--- config.mk ---
export PLATFORM = sky130hd
export DESIGN_NAME = pef_top
export DESIGN_NICKNAME = d
export VERILOG_FILES = /design/src/logic/pef_pkg.sv /design/src/logic/pef_sticky_bit.sv /design/src/logic/pef_top.sv
export SDC_FILE = /design/constraint.sdc
export NUM_CORES = 1
export LEC_CHECK = 0
export BUFFER_PORTS_ARGS = -buffer_cell sky130_fd_sc_hd__clkbuf_2
export CELL_PAD_IN_SITES_DETAIL_PLACEMENT = 2
export CELL_PAD_IN_SITES_GLOBAL_PLACEMENT = 2
export CORE_MARGIN = 4
export CORE_UTILIZATION = 28
export DETAILED_ROUTE_END_ITERATION = 10
export GPL_TIMING_DRIVEN = 0
export HOLD_SLACK_MARGIN = 0.05
export PLACE_DENSITY_LB_ADDON = 0.05
export SLEW_MARGIN = 20
export SYNTH_ARGS = -nofsm -noshare
export SYNTH_HDL_FRONTEND = slang
export SYNTH_HIERARCHICAL = 1
export SYNTH_SLANG_ARGS = --single-unit
--- constraint.sdc ---
create_clock -name i_ref_clk -period 1.3 [get_ports i_ref_clk]
set_clock_uncertainty 0.05 [all_clocks]
set_input_delay 0.195 -clock i_ref_clk [delete_from_list [all_inputs] [get_ports i_ref_clk]]
set_output_delay 0.195 -clock i_ref_clk [all_outputs]
set_load 0.03 [all_outputs]
--- src/logic/pef_pkg.sv ---
/*
 * Constants for the peripheral event flag block: register offsets, bit
 * positions, implemented-bit mask and reset values.
 * Assumes an 8-bit data path and a byte-wide register address.
 */
package pef_pkg;

    localparam int PEF_DATA_W = 8;
    localparam int PEF_ADDR_W = 8;

    ////////////////////////////////////////////////////////////////////////////////
    // register offsets
    localparam logic [7:0] PEF_OFS_FLAGS = 8'h0c;
    localparam logic [7:0] PEF_OFS_IRQ_STATUS = 8'h0d;
    localparam logic [7:0] PEF_OFS_IRQ_MASK = 8'h0e;

    ////////////////////////////////////////////////////////////////////////////////
    // bit positions, shared by flags, status and mask
    localparam int PEF_BIT_EE_DONE = 7;
    localparam int PEF_BIT_ADC_DONE = 6;
    localparam int PEF_BIT_CAP_CMP = 5;
    localparam int PEF_BIT_UNUSED = 4;
    localparam int PEF_BIT_CMP_CHANGE = 3;
    localparam int PEF_BIT_OSC_FAIL = 2;
    localparam int PEF_BIT_TB_MATCH = 1;
    localparam int PEF_BIT_TA_OVF = 0;

    // bit 4 is not implemented and reads zero
    localparam logic [7:0] PEF_IMPL_MASK = 8'hef;

    ////////////////////////////////////////////////////////////////////////////////
    // values after reset
    localparam logic [7:0] PEF_RST_FLAGS = 8'h00;
    localparam logic [7:0] PEF_RST_IRQ_STATUS = 8'h00;
    localparam logic [7:0] PEF_RST_IRQ_MASK = 8'h00;
    localparam logic [7:0] PEF_RST_RDATA = 8'h00;
    localparam logic PEF_RST_BIT = 1'b0;

endpackage

--- src/logic/pef_sticky_bit.sv ---
/*
 * One sticky flag bit: set by a hardware event, loaded or cleared by
 * software. Assumes all controls are synchronous to the clock.
 */
module pef_sticky_bit
    import pef_pkg::*;
(
    input wire logic i_ref_clk,
    input wire logic i_rst,
    input wire logic i_set,
    input wire logic i_load,
    input wire logic i_load_value,
    input wire logic i_clear,
    output logic o_bit
);

    logic bit_reg;
    logic bit_next;

    // set wins over a load or clear in the same cycle, so no event is lost
    assign bit_next = i_set ? 1'b1 :
                      i_load ? i_load_value :
                      i_clear ? 1'b0 : bit_reg;

    always_ff @(posedge i_ref_clk or posedge i_rst) begin
        if (i_rst) begin
            bit_reg <= PEF_RST_BIT;
        end else begin
            bit_reg <= bit_next;
        end
    end

    assign o_bit = bit_reg;

endmodule

--- src/logic/pef_top.sv ---
/*
 * Peripheral event flag register with a read-clear interrupt status
 * register, an interrupt mask and one level interrupt output.
 * Bit 4 has no storage and reads zero in every word.
 * An event beats a software clear that lands in the same cycle.
 * Assumes a single clock, synchronous event inputs and a register master
 * that issues one-cycle strobes and never waits.
 */
// Our own choice: the address-and-strobe port.
//
// How it works
// RULE1: each event sets its flag whatever its per-source enable says.
// RULE2: flags set regardless of the global interrupt enable; that only gates taking.
// RULE3: software should clear a pending flag before enabling its source.
// RULE4: eeprom write completion sets bit 7; held until software writes zero.
// RULE5: bit 7 reads zero while an eeprom write is still running.
// RULE6: flag register at offset 0x0c, implemented bits read/write, zero at reset.
// RULE7: bits 6..0 from adc, capture/compare, comparator, oscillator, timers; bit 4 zero.
module pef_top
    import pef_pkg::*;
#(
    parameter int DATA_W = PEF_DATA_W,
    parameter int ADDR_W = PEF_ADDR_W
) (
    input wire logic i_ref_clk,
    input wire logic i_rst,
    input wire logic [ADDR_W-1:0] i_addr,
    input wire logic [DATA_W-1:0] i_wdata,
    input wire logic i_wr,
    input wire logic i_rd,
    output logic [DATA_W-1:0] o_rdata,
    input wire logic i_ee_write_busy,
    input wire logic i_adc_done,
    input wire logic i_capture_compare_event,
    input wire logic i_comparator_out,
    input wire logic i_oscillator_fail,
    input wire logic i_timer_b_period_match,
    input wire logic i_timer_a_overflow,
    input wire logic i_global_irq_enable,
    output logic [DATA_W-1:0] o_flags,
    output logic o_irq,
    output logic o_irq_taken
);

    ////////////////////////////////////////////////////////////////////////////////
    // declarations

    logic ee_busy_prev_reg;
    logic cmp_prev_reg;
    logic cmp_primed_reg;
    logic [DATA_W-1:0] irq_mask_reg;
    logic [DATA_W-1:0] irq_mask_next;
    logic [DATA_W-1:0] rdata_reg;
    logic [DATA_W-1:0] rdata_next;

    logic [DATA_W-1:0] event_vec;
    logic [DATA_W-1:0] flags_q;
    logic [DATA_W-1:0] status_q;
    logic [DATA_W-1:0] flags_visible;
    logic [DATA_W-1:0] ee_busy_hide;
    logic [DATA_W-1:0] impl_mask;
    logic [DATA_W-1:0] rd_word_flags;
    logic [DATA_W-1:0] rd_word_status;
    logic [DATA_W-1:0] rd_word_mask;
    logic [DATA_W-1:0] rd_word_sel;
    logic [DATA_W-1:0] irq_pending;

    logic ee_write_done;
    logic cmp_changed;
    logic sel_flags;
    logic sel_status;
    logic sel_mask;
    logic wr_flags;
    logic wr_mask;
    logic rd_status;

    ////////////////////////////////////////////////////////////////////////////////
    // address decode

    assign sel_flags = (i_addr == ADDR_W'(PEF_OFS_FLAGS));
    assign sel_status = (i_addr == ADDR_W'(PEF_OFS_IRQ_STATUS));
    assign sel_mask = (i_addr == ADDR_W'(PEF_OFS_IRQ_MASK));

    // RULE6: flag register decode
    assign wr_flags = i_wr & sel_flags;
    assign wr_mask = i_wr & sel_mask;
    assign rd_status = i_rd & sel_status;

    // keeps bit 4 out of the mask word too
    assign impl_mask = DATA_W'(PEF_IMPL_MASK);

    ////////////////////////////////////////////////////////////////////////////////
    // event detection

    // a write that ends inside reset is lost: no busy high seen yet
    // RULE4: write done on busy fall
    assign ee_write_done = ee_busy_prev_reg & ~i_ee_write_busy;

    // first sample after reset only primes, so a high level is no change
    assign cmp_changed = cmp_primed_reg & (cmp_prev_reg ^ i_comparator_out);

    always_ff @(posedge i_ref_clk or posedge i_rst) begin
        if (i_rst) begin
            ee_busy_prev_reg <= PEF_RST_BIT;
        end else begin
            ee_busy_prev_reg <= i_ee_write_busy;
        end
    end

    always_ff @(posedge i_ref_clk or posedge i_rst) begin
        if (i_rst) begin
            cmp_prev_reg <= PEF_RST_BIT;
            cmp_primed_reg <= PEF_RST_BIT;
        end else begin
            cmp_prev_reg <= i_comparator_out;
            cmp_primed_reg <= 1'b1;
        end
    end

    // RULE7: event to bit mapping
    always_comb begin
        event_vec = '0;
        event_vec[PEF_BIT_EE_DONE] = ee_write_done;
        event_vec[PEF_BIT_ADC_DONE] = i_adc_done;
        event_vec[PEF_BIT_CAP_CMP] = i_capture_compare_event;
        event_vec[PEF_BIT_CMP_CHANGE] = cmp_changed;
        event_vec[PEF_BIT_OSC_FAIL] = i_oscillator_fail;
        event_vec[PEF_BIT_TB_MATCH] = i_timer_b_period_match;
        event_vec[PEF_BIT_TA_OVF] = i_timer_a_overflow;
    end

    ////////////////////////////////////////////////////////////////////////////////
    // flag and status bits

    genvar k;
    generate
        for (k = 0; k < DATA_W; k++) begin : g_bit
            if (PEF_IMPL_MASK[k]) begin : g_impl
                // a software write of one sets the flag as well
                // RULE1: set with no enable term
                // RULE2: global enable not consulted
                pef_sticky_bit u_flag (
                    .i_ref_clk(i_ref_clk),
                    .i_rst(i_rst),
                    .i_set(event_vec[k]),
                    .i_load(wr_flags),
                    .i_load_value(i_wdata[k]),
                    .i_clear(1'b0),
                    .o_bit(flags_q[k])
                );

                // status copy, cleared by reading it
                pef_sticky_bit u_status (
                    .i_ref_clk(i_ref_clk),
                    .i_rst(i_rst),
                    .i_set(event_vec[k]),
                    .i_load(1'b0),
                    .i_load_value(1'b0),
                    .i_clear(rd_status),
                    .o_bit(status_q[k])
                );
            end else begin : g_none
                // RULE7: bit 4 reads zero
                assign flags_q[k] = 1'b0;
                assign status_q[k] = 1'b0;
            end
        end
    endgenerate

    ////////////////////////////////////////////////////////////////////////////////
    // read view of the flags

    // RULE5: hide done while busy
    always_comb begin
        ee_busy_hide = '0;
        ee_busy_hide[PEF_BIT_EE_DONE] = i_ee_write_busy;
    end

    assign flags_visible = flags_q & ~ee_busy_hide;

    ////////////////////////////////////////////////////////////////////////////////
    // mask register and read data

    assign irq_mask_next = wr_mask ? (i_wdata & impl_mask) : irq_mask_reg;

    // one word per register; selects are exclusive, unmapped reads answer zero
    assign rd_word_flags = sel_flags ? flags_visible : '0;
    assign rd_word_status = sel_status ? status_q : '0;
    assign rd_word_mask = sel_mask ? irq_mask_reg : '0;
    assign rd_word_sel = rd_word_flags | rd_word_status | rd_word_mask;

    // data hold between reads
    assign rdata_next = i_rd ? rd_word_sel : rdata_reg;

    always_ff @(posedge i_ref_clk or posedge i_rst) begin
        if (i_rst) begin
            irq_mask_reg <= DATA_W'(PEF_RST_IRQ_MASK);
        end else begin
            irq_mask_reg <= irq_mask_next;
        end
    end

    always_ff @(posedge i_ref_clk or posedge i_rst) begin
        if (i_rst) begin
            rdata_reg <= DATA_W'(PEF_RST_RDATA);
        end else begin
            rdata_reg <= rdata_next;
        end
    end

    // read data appears in the cycle after the strobe and holds until the next read
    assign o_rdata = rdata_reg;

    ////////////////////////////////////////////////////////////////////////////////
    // outputs

    // raw flag state; the busy masking applies to register reads only
    assign o_flags = flags_q;

    // level output: drops only when the status word is read or the mask clears
    assign irq_pending = status_q & irq_mask_reg;
    assign o_irq = |irq_pending;

    // RULE2: enable only gates taking
    assign o_irq_taken = o_irq & i_global_irq_enable;

endmodule

==> results of run 1 <==
==> power by group <==
group	switching, mW	internal (mW)
combinational	0.223	0.190
clock	0.373	0.483
sequential	0.0448	1.02
==> critical path, delay by kind of cell (launching register included) <==
family                 cells  cell delay (ns)
AOI/OAI and AO/OA          1             0.42
buffers and inverters      2             0.31
DFF                        1             0.40
and+or+nand+nor            1             0.15
==> cells in the final DEF, fill, tap and decap left out <==
cell and instances:
nor2_4 1, conb_1 31, nor2_2 6, buf_6 5, and4b_4 1, or4_4 1, and4_1 1, dlygate4sd3_1 4
xor2_1 1, clkbuf_8 10, nand2_1 1, and2_1 1, mux2i_1 6, nand4_1 1, clkbuf_1 1, dfrtp_2 1
and4b_2 1, dfrtp_1 30, nand4b_1 2, nor4_4 1, a211oi_2 1, or3b_4 1, nor3_4 1, and3b_1 1
mux2_2 7, a221o_1 21, buf_4 14, nor2_1 7, inv_1 17, nor2b_1 1, clkbuf_2 35, a22oi_1 2
nand3_2 1, a222oi_1 1, buf_8 2, nor3_1 6, and2_4 1
==> per-stage QoR <==
stage	setup TNS (ns)	hold WS [ns]
floorplan	-1.311	-0.1263
global placement	-13.50	0.1998
detailed placement	-14.66	0.2175
CTS	-2.245	0.06951
global route	-2.575	0.07022
finish	-2.064	0.08073
==> worst paths after layout <==
path                                           startpoint                        endpoint  slack, ns  cells past startpoint
min                                     i_oscillator_fail  g_bit[2].g_impl.u_status/o_bit       0.08                      2
max                        g_bit[1].g_impl.u_status/o_bit                           o_irq      -0.51                      4
max reg2reg                  g_bit[7].g_impl.u_flag/o_bit                      o_rdata[7]       0.07                      3
min reg2reg                                    o_rdata[1]                      o_rdata[1]       0.47                      1
min in group asynchronous                           i_rst  g_bit[6].g_impl.u_status/o_bit       0.51                      3
max in group asynchronous                           i_rst                 irq_mask_reg[5]       0.19                      3
==> kinds of logic (layout without fill, tap and decap cells) <==
family	Yosys count	count (layout)	share of synthesized area
and+or+nand+nor	35	36	0.1374
muxes	13	13	0.09360
AOI/OAI and AO/OA	25	25	0.1636
DFF	31	31	0.5228
other	2	31	0.005061
xor gates and xnor gates	1	1	0.005903
buffers and inverters	22	88	0.07166
==> per-layer routing <==
| metal | share of wire | up-vias | track usage |
|---|---|---|---|
| met5 | 0 | - | 0 |
| met4 | 0.013 | 0 | 0.06081 |
| met3 | 0.031 | 6 | 0.04545 |
| met2 | 0.55 | 25 | 0.3243 |
| met1 | 0.41 | 699 | 0.1949 |
| li1 | - | 643 | - |
==> cell type report <==
| type | count | share of cell area |
|---|---|---|
| inverters | 17 | 0.02830 |
| repair buffers | 59 | 0.1809 |
| well taps | 70 | 0.03885 |
| plain buffers | 4 | 0.01776 |
| multi-input cells | 106 | 0.3452 |
| clock buffers | 8 | 0.04440 |
| flip-flops and latches | 31 | 0.3446 |
==> what timing repair did <==
| item | in CTS | in global routing |
|---|---|---|
| setup buffers | 11 | 5 |
| pin swaps | 8 | 10 |
| cloned | 1 | 0 |
| hold buffers | 4 | 0 |
| resized for setup | 13 | 16 |
| hold endpoints to repair | 16 | 0 |
| setup endpoints to repair | 28 | 19 |
==> metrics.txt, run 1 <==
syn_area_per_cell=11.50 µm²; gpl congestion=0.7165; unique cell type count in the Yosys netlist=28; fmax=552.2 MHz; Seq/Total Area, Yosys=0.5228; clk_lat worst skew=0.28 ns; IO Count=46; share of layout cells above drive strength 1=0.4000; final instance area=0.002255 mm²; grt total ovfl=0; Die Ht=80.80 µm; Top FF cell, synth=dfrtp_1; non-filler cells, final=295; cell-by-cell trace of the critical path=a222oi_1 -> nand3_2 -> buf_4 -> clkbuf_8; Crit-path slowest cell=a222oi_1; Leak Pwr=1.165 nW; maximum clock insertion buffer count=2; pre-CTS setup slack=-0.8021 ns; number of synthesized flops with an enable pin=0; period utilization=1.393; Max Cap Violations=0; crit path kind=flip-flop to output pin; multi-input logic area=778.2 µm²; Post-Route WL=5220 µm; Power Density=1033 mW/mm²; top cell type's share of synthesized area=0.5228; row count=26; DIE WIDTH=80.80 µm; Buffers on Ports=40; die area=0.006529 mm²; clk sink count=31; first-pass GRT wire length=8335 µm; Peak VDD IR=0.4930 mV; drt drc=0; CTS clk-pin slew, worst paths=0.07 ns; Fillers=569; Iter 0 DRT Violations=54; count leader, synth=dfrtp_1; gate count of the mapped netlist=129; Final Max Slew Viols=0; via-per-instance ratio=4.654; root buf cell=clkbuf_8; Yosys warnings=6; TritonRoute pass-1 iters=4; Final WS setup=-0.5110 ns; NumNets Final=252; GR Util All Layers=0.1762; CP endpoint kind=output pin; top cells by area, synth=dfrtp_1 52%, a221o_1 14%, mux2_2 5.3%; DR vias=1373; vias in the first global route=1595; Post-synth top cells=31 x dfrtp_1, 21 x a221o_1, 17 x inv_1; drt wl/cell=17.69 µm; Critical Path Source Type=flip-flop; worst rel slew slack=0.5333; initial antenna violation count=0; failing checks=setup timing; async set-reset flop share out of synthesis=1.000; Register Area=777.0 µm²; Area Growth Syn to Fin=51.94%; Total Power=2.330 mW; Starting Density=0.2905; detailed placement HPWL=3632 µm; clock period minus worst slack=1.811 ns; slew of the pin with the lowest slew margin=0.6992 ns; Final Util=0.4415; Core Region=0.005107 mm²; unrepaired setup endpoints after global routing=true; placed cells=268; CTS tree=yes; Hold Vio Cnt, Final=0; CP max stage delay=0.42 ns; diode count=0; CP arrival=1.57 ns; Yosys reg bits=31; Setup-failing EPs final=13; cell taking the most area after synthesis=dfrtp_1; Syn Std Cell Area=0.001484 mm²; CTS Buf Count=5; Post-DRT Antenna Nets=0; Hold Path Class=input port to flip-flop; Crit Path Max Fanout=2; outcome=complete, but fails checks; CP required=1.05 ns; Placed Area=0.001906 mm²; largest net degree at the start of global routing=18; htree depth=2
Power figures use the tool's default switching activity.
==> run 2: changes to the inputs <==
- CTS_CLUSTER_SIZE: unset -> 20
- clock period: 1.3 -> 1.65 ns (I/O delays scaled with it)
==> run 2 against run 1 <==
Net effect:
- count of clock-buffer cells in the layout shrank 1
- sequential power shrank 21%
- first-iteration DRC count shrank 11%
- the run still ends with setup timing left
- register-to-register slack gained 0.21 ns
- utilization shrank 3.2 points
- highest routed layer unchanged
- combinational power shrank 28%
- non-clock buffer count shrank 8
- final area shrank 7.3%
==> metrics.txt, run 2 (synthesized netlist as in run 1, its figures left out) <==
outcome=complete, but fails checks (unchanged); failing checks=setup timing (unchanged); fmax=533.2 MHz; drt wl/cell=16.18 µm (was 17.69 µm); CP max stage delay=0.48 ns (was 0.42 ns); share of layout cells above drive strength 1=0.3333 (was 0.4000); Critical Path Source Type=flip-flop (unchanged); Die Ht=80.80 µm (unchanged); vias in the first global route=1529 (was 1595); die area=0.006529 mm² (unchanged); largest net degree at the start of global routing=18 (unchanged); crit path kind=flip-flop to output pin (unchanged); Starting Density=0.2905 (unchanged); CP required=1.35 ns (was 1.05 ns); CTS clk-pin slew, worst paths=0.06 ns (was 0.07 ns); Register Area=775.7 µm² (was 777.0 µm²); Hold WS=0.1316 ns (was 0.08073 ns); worst rel slew slack=0.5263 (was 0.5333); final instance area=0.002091 mm² (was 0.002255 mm²); cell-by-cell trace of the critical path=a222oi_1 -> nand3_2 -> and2_4 -> buf_8 (was a222oi_1 -> nand3_2 -> buf_4 -> clkbuf_8); diode count=0 (unchanged); Post-Route WL=4627 µm (was 5220 µm); DR vias=1320 (was 1373); maximum clock insertion buffer count=2 (unchanged); Total Power=1.701 mW (was 2.330 mW); clock period minus worst slack=1.875 ns; Final Max Slew Viols=0 (unchanged); grt total ovfl=0 (unchanged); Peak VDD IR=0.2924 mV (was 0.4930 mV); initial antenna violation count=0 (unchanged); Core Region=0.005107 mm² (unchanged); htree depth=2 (unchanged); Area Growth Syn to Fin=40.89% (was 51.94%); clk_lat worst skew=0.28 ns (about the same); Crit-path slowest cell=a222oi_1 (unchanged); DIE WIDTH=80.80 µm (unchanged); most common cell after layout, fill and taps aside=clkbuf_2 (unchanged); GR Util All Layers=0.1605 (was 0.1762); CP endpoint kind=output pin (unchanged); Setup-failing EPs final=2 (was 13); Iter 0 DRT Violations=48 (was 54); multi-input logic area=728.2 µm² (was 778.2 µm²); Max Cap Violations=0 (unchanged); detailed placement HPWL=3505 µm (was 3632 µm); Power Density=813.8 mW/mm² (was 1033 mW/mm²); commonest non-fill, non-tap cells in the layout=39 x clkbuf_2, 31 x conb_1, 31 x dfrtp_1 (was 35 x clkbuf_2, 31 x conb_1, 30 x dfrtp_1); Leak Pwr=1.098 nW (was 1.165 nW); CP bufs+invs=1 (was 2); Final WS setup=-0.2253 ns (was -0.5110 ns); Post-DRT Antenna Nets=0 (unchanged); via-per-instance ratio=4.615 (was 4.654); placed cells=268 (unchanged); Hold Vio Cnt, Final=0 (unchanged); unrepaired setup endpoints after global routing=true (unchanged); NumNets Final=243 (was 252); Placed Area=0.001886 mm² (was 0.001906 mm²); drt drc=0 (unchanged); pre-CTS setup slack=-0.5922 ns (was -0.8021 ns); Hold Path Class=input port to flip-flop (unchanged); root buf cell=clkbuf_8 (unchanged); CTS tree=yes (unchanged); IO Count=46 (unchanged); CP arrival=1.58 ns (was 1.57 ns); period utilization=1.137; non-filler cells, final=286 (was 295); CTS Buf Count=5 (unchanged); clk sink count=31 (unchanged); Fillers=585 (was 569); Buffers on Ports=40 (unchanged); row count=26 (unchanged); slew of the pin with the lowest slew margin=0.7097 ns (was 0.6992 ns); first-pass GRT wire length=7762 µm (was 8335 µm); Worst path top cell family by delay=compound AO/OA/AOI/OAI gates (unchanged); TritonRoute pass-1 iters=6 (was 4); gpl congestion=0.7430 (was 0.7165); Crit Path Max Fanout=2 (unchanged)
run 2: final timing paths:
path | slack, ns | end | cells past startpoint | start
max | -0.23 | o_irq_taken | 4 | g_bit[1].g_impl.u_status/o_bit
min | 0.13 | g_bit[2].g_impl.u_status/o_bit | 2 | i_oscillator_fail
max reg2reg | 0.28 | o_rdata[7] | 3 | g_bit[7].g_impl.u_flag/o_bit
min reg2reg | 0.47 | o_rdata[1] | 1 | o_rdata[1]
max in group asynchronous | 0.28 | irq_mask_reg[0] | 3 | i_rst
min in group asynchronous | 0.51 | g_bit[5].g_impl.u_flag/o_bit | 3 | i_rst
run 2: metrics by stage:
step,util,TNS [ns]
after global placement,0.3692,-9.437
after global routing,0.4094,-0.6689
final,0.4094,-0.4457
after CTS,0.4005,-0.4043
after floorplan,-,-0.08725
after detailed placement,0.3692,-10.83
run 2: repair_timing:
item | CTS | global route
setup endpoints to repair | 23 | 10
hold endpoints to repair | 15 | 1
resized for setup | 7 | 4
pin swaps | 4 | 3
buffers inserted | 3 | 5
hold buffers | 2 | 1
run 2: layer usage:
layer  GRT usage  wire (µm)  vias to the layer above  part of all wire
met5           0          0                        -                 0
met4     0.04561         56                        0             0.012
met3     0.04656        183                        5             0.040
met2      0.2874       2417                       30              0.52
met1      0.1850       1970                      664              0.43
li1            -          -                      621                 -
run 2: area by class of cell:
type | instances | share of cell area
Buffer | 4 | 0.01496
Timing Repair Buffer | 51 | 0.1544
Inverter | 17 | 0.03052
Clock inverter | 1 | 0.002394
Multi-Input combinational cell | 105 | 0.3483
Clock buffer | 7 | 0.03651
Tap cell | 70 | 0.04189
Sequential cell | 31 | 0.3710
run 2: worst register-to-register path, delay by kind of cell, from the launching register on:
kind / cells / cell delay (ns)
compound gates: 2 / 0.42
flops: 1 / 0.38
simple gates: 1 / 0.45
run 2: report_power, final:
part | switching [mW] | internal, mW | total, mW
combinational | 0.168 | 0.130 | 0.299
sequential | 0.0344 | 0.800 | 0.835
clock | 0.273 | 0.295 | 0.568
==> run 3: changes to the inputs <==
- BUFFER_PORTS_ARGS: -buffer_cell sky130_fd_sc_hd__clkbuf_2 -> -buffer_cell sky130_fd_sc_hd__buf_2
- CORE_MARGIN: 4 -> 2
==> run 3 against run 2 <==
Net effect:
- the run still ends with setup timing left
- fmax is 0.55% lower
- combinational power down 4%
- clock power grew 17%
- critical path depth unchanged
- flip-flop and latch count unchanged
- global-route usage rose by 0.95 points
- die area is 9.7% lower
==> metrics.txt, run 3 (synthesized netlist as in run 1, its figures left out) <==
outcome=complete, but fails checks (unchanged); failing checks=setup timing (unchanged); period utilization=1.143 (was 1.137); slew of the pin with the lowest slew margin=0.7566 ns (was 0.7097 ns); Setup-failing EPs final=2 (unchanged); GR Util All Layers=0.1700 (was 0.1605); commonest non-fill, non-tap cells in the layout=37 x buf_2, 31 x conb_1, 31 x dfrtp_1 (was 39 x clkbuf_2, 31 x conb_1, 31 x dfrtp_1); unrepaired setup endpoints after global routing=true (unchanged); drt wl/cell=16.27 µm (was 16.18 µm); Die Ht=76.80 µm (was 80.80 µm); Fillers=591 (was 585); vias in the first global route=1543 (was 1529); Leak Pwr=1.111 nW (was 1.098 nW); Final Max Slew Viols=0 (unchanged); Post-DRT Antenna Nets=0 (unchanged); Peak VDD IR=0.2959 mV (was 0.2924 mV); die area=0.005898 mm² (was 0.006529 mm²); Core Region=0.005107 mm² (unchanged); largest net degree at the start of global routing=18 (unchanged); Post-Route WL=4670 µm (was 4627 µm); htree depth=2 (unchanged); diode count=0 (unchanged); Total Power=1.783 mW (was 1.701 mW); Hold Path Class=input port to flip-flop (unchanged); row count=26 (unchanged); Power Density=844.4 mW/mm² (was 813.8 mW/mm²); CP endpoint kind=output pin (unchanged); root buf cell=clkbuf_8 (unchanged); drt drc=0 (unchanged); maximum clock insertion buffer count=2 (unchanged); Hold Vio Cnt, Final=0 (unchanged); DR vias=1319 (was 1320); Buffers on Ports=40 (unchanged); DIE WIDTH=76.80 µm (was 80.80 µm); worst rel slew slack=0.4950 (was 0.5263); CP arrival=1.59 ns (was 1.58 ns); Iter 0 DRT Violations=59 (was 48); Area Growth Syn to Fin=42.33% (was 40.89%); detailed placement HPWL=3448 µm (was 3505 µm); NumNets Final=244 (was 243); CP required=1.35 ns (about the same); final setup TNS=-0.3841 ns (was -0.4457 ns); Final WS setup=-0.2356 ns (was -0.2253 ns); clk_lat worst skew=0.28 ns (about the same); Crit Path Max Fanout=2 (unchanged); IO Count=46 (unchanged); TritonRoute pass-1 iters=4 (was 6); Starting Density=0.2905 (unchanged); gpl congestion=0.7121 (was 0.7430); share of layout cells above drive strength 1=0.3502 (was 0.3333); Critical Path Source Type=flip-flop (unchanged); clock period minus worst slack=1.886 ns (was 1.875 ns); CTS tree=yes (unchanged); initial antenna violation count=0 (unchanged); CTS Buf Count=5 (unchanged); Max Cap Violations=0 (unchanged); first-pass GRT wire length=7707 µm (was 7762 µm); CTS clk-pin slew, worst paths=0.07 ns (was 0.06 ns); grt total ovfl=0 (unchanged); fmax=530.3 MHz (was 533.2 MHz); crit path kind=flip-flop to output pin (unchanged); Final Util=0.4135 (was 0.4094); most common cell after layout, fill and taps aside=buf_2 (was clkbuf_2); Hold WS=0.06103 ns (was 0.1316 ns); clk sink count=31 (unchanged); via-per-instance ratio=4.596 (was 4.615)
==> run 3: final timing paths <==
check | start | to | slack [ns] | depth (start not counted)
max in group asynchronous | i_rst | o_rdata[3] | 0.31 | 3
min in group asynchronous | i_rst | g_bit[1].g_impl.u_status/o_bit | 0.44 | 3
hold / removal | i_ee_write_busy | ee_busy_prev_reg | 0.06 | 1
hold reg to reg | o_rdata[0] | o_rdata[0] | 0.47 | 1
setup reg to reg | g_bit[7].g_impl.u_flag/o_bit | o_rdata[7] | 0.34 | 3
setup / recovery | g_bit[1].g_impl.u_status/o_bit | o_irq_taken | -0.24 | 4
==> run 3: power by group <==
group,internal [mW],switching [mW]
Clock,0.381,0.283
Combinational,0.120,0.167
Sequential,0.800,0.0328
==> run 3: area by class of cell <==
cell class                 instances  area (µm²)  area share
sequential                        31       775.7      0.3673
multi-input combinational        105       735.7      0.3483
timing repair buffer              52       317.8      0.1505
clock buffer                       8       100.1     0.04739
tap                               70       87.58     0.04147
inverter                          17       63.81     0.03021
buffer                             4       31.28     0.01481
==> run 3: through the flow <==
stage | worst slack, ns | cells | area [µm²]
final | -0.2356 | 287 | 2112
after CTS | -0.2201 | 281 | 2047
after floorplan | -0.08725 | 158 | 1598
after global routing | -0.2855 | 287 | 2112
after global placement | -0.4982 | 268 | 1886
after detailed placement | -0.5505 | 268 | 1886
==> run 3: repair_timing <==
item,in CTS,in global routing
gates cloned,0,0
setup endpoints to repair,23,16
resized for setup,7,4
hold buffers,2,0
buffers inserted,4,6
endpoints found under the hold margin,15,0
pin swaps,4,7
==> run 3: worst max-delay path, stage by stage (launching register included) <==
cell	delay, ns
dfrtp_1	0.40
a222oi_1	0.46
nand3_2	0.14
and2_4	0.17
buf_6	0.13
==> run 3: routing by layer <==
metal | global-route usage | part of all wire | vias to the layer above
met5 | 0 | 0 | -
met4 | 0.06000 | 0.011 | 0
met3 | 0.02941 | 0.035 | 5
met2 | 0.3114 | 0.53 | 31
met1 | 0.1981 | 0.43 | 662
li1 | - | - | 621
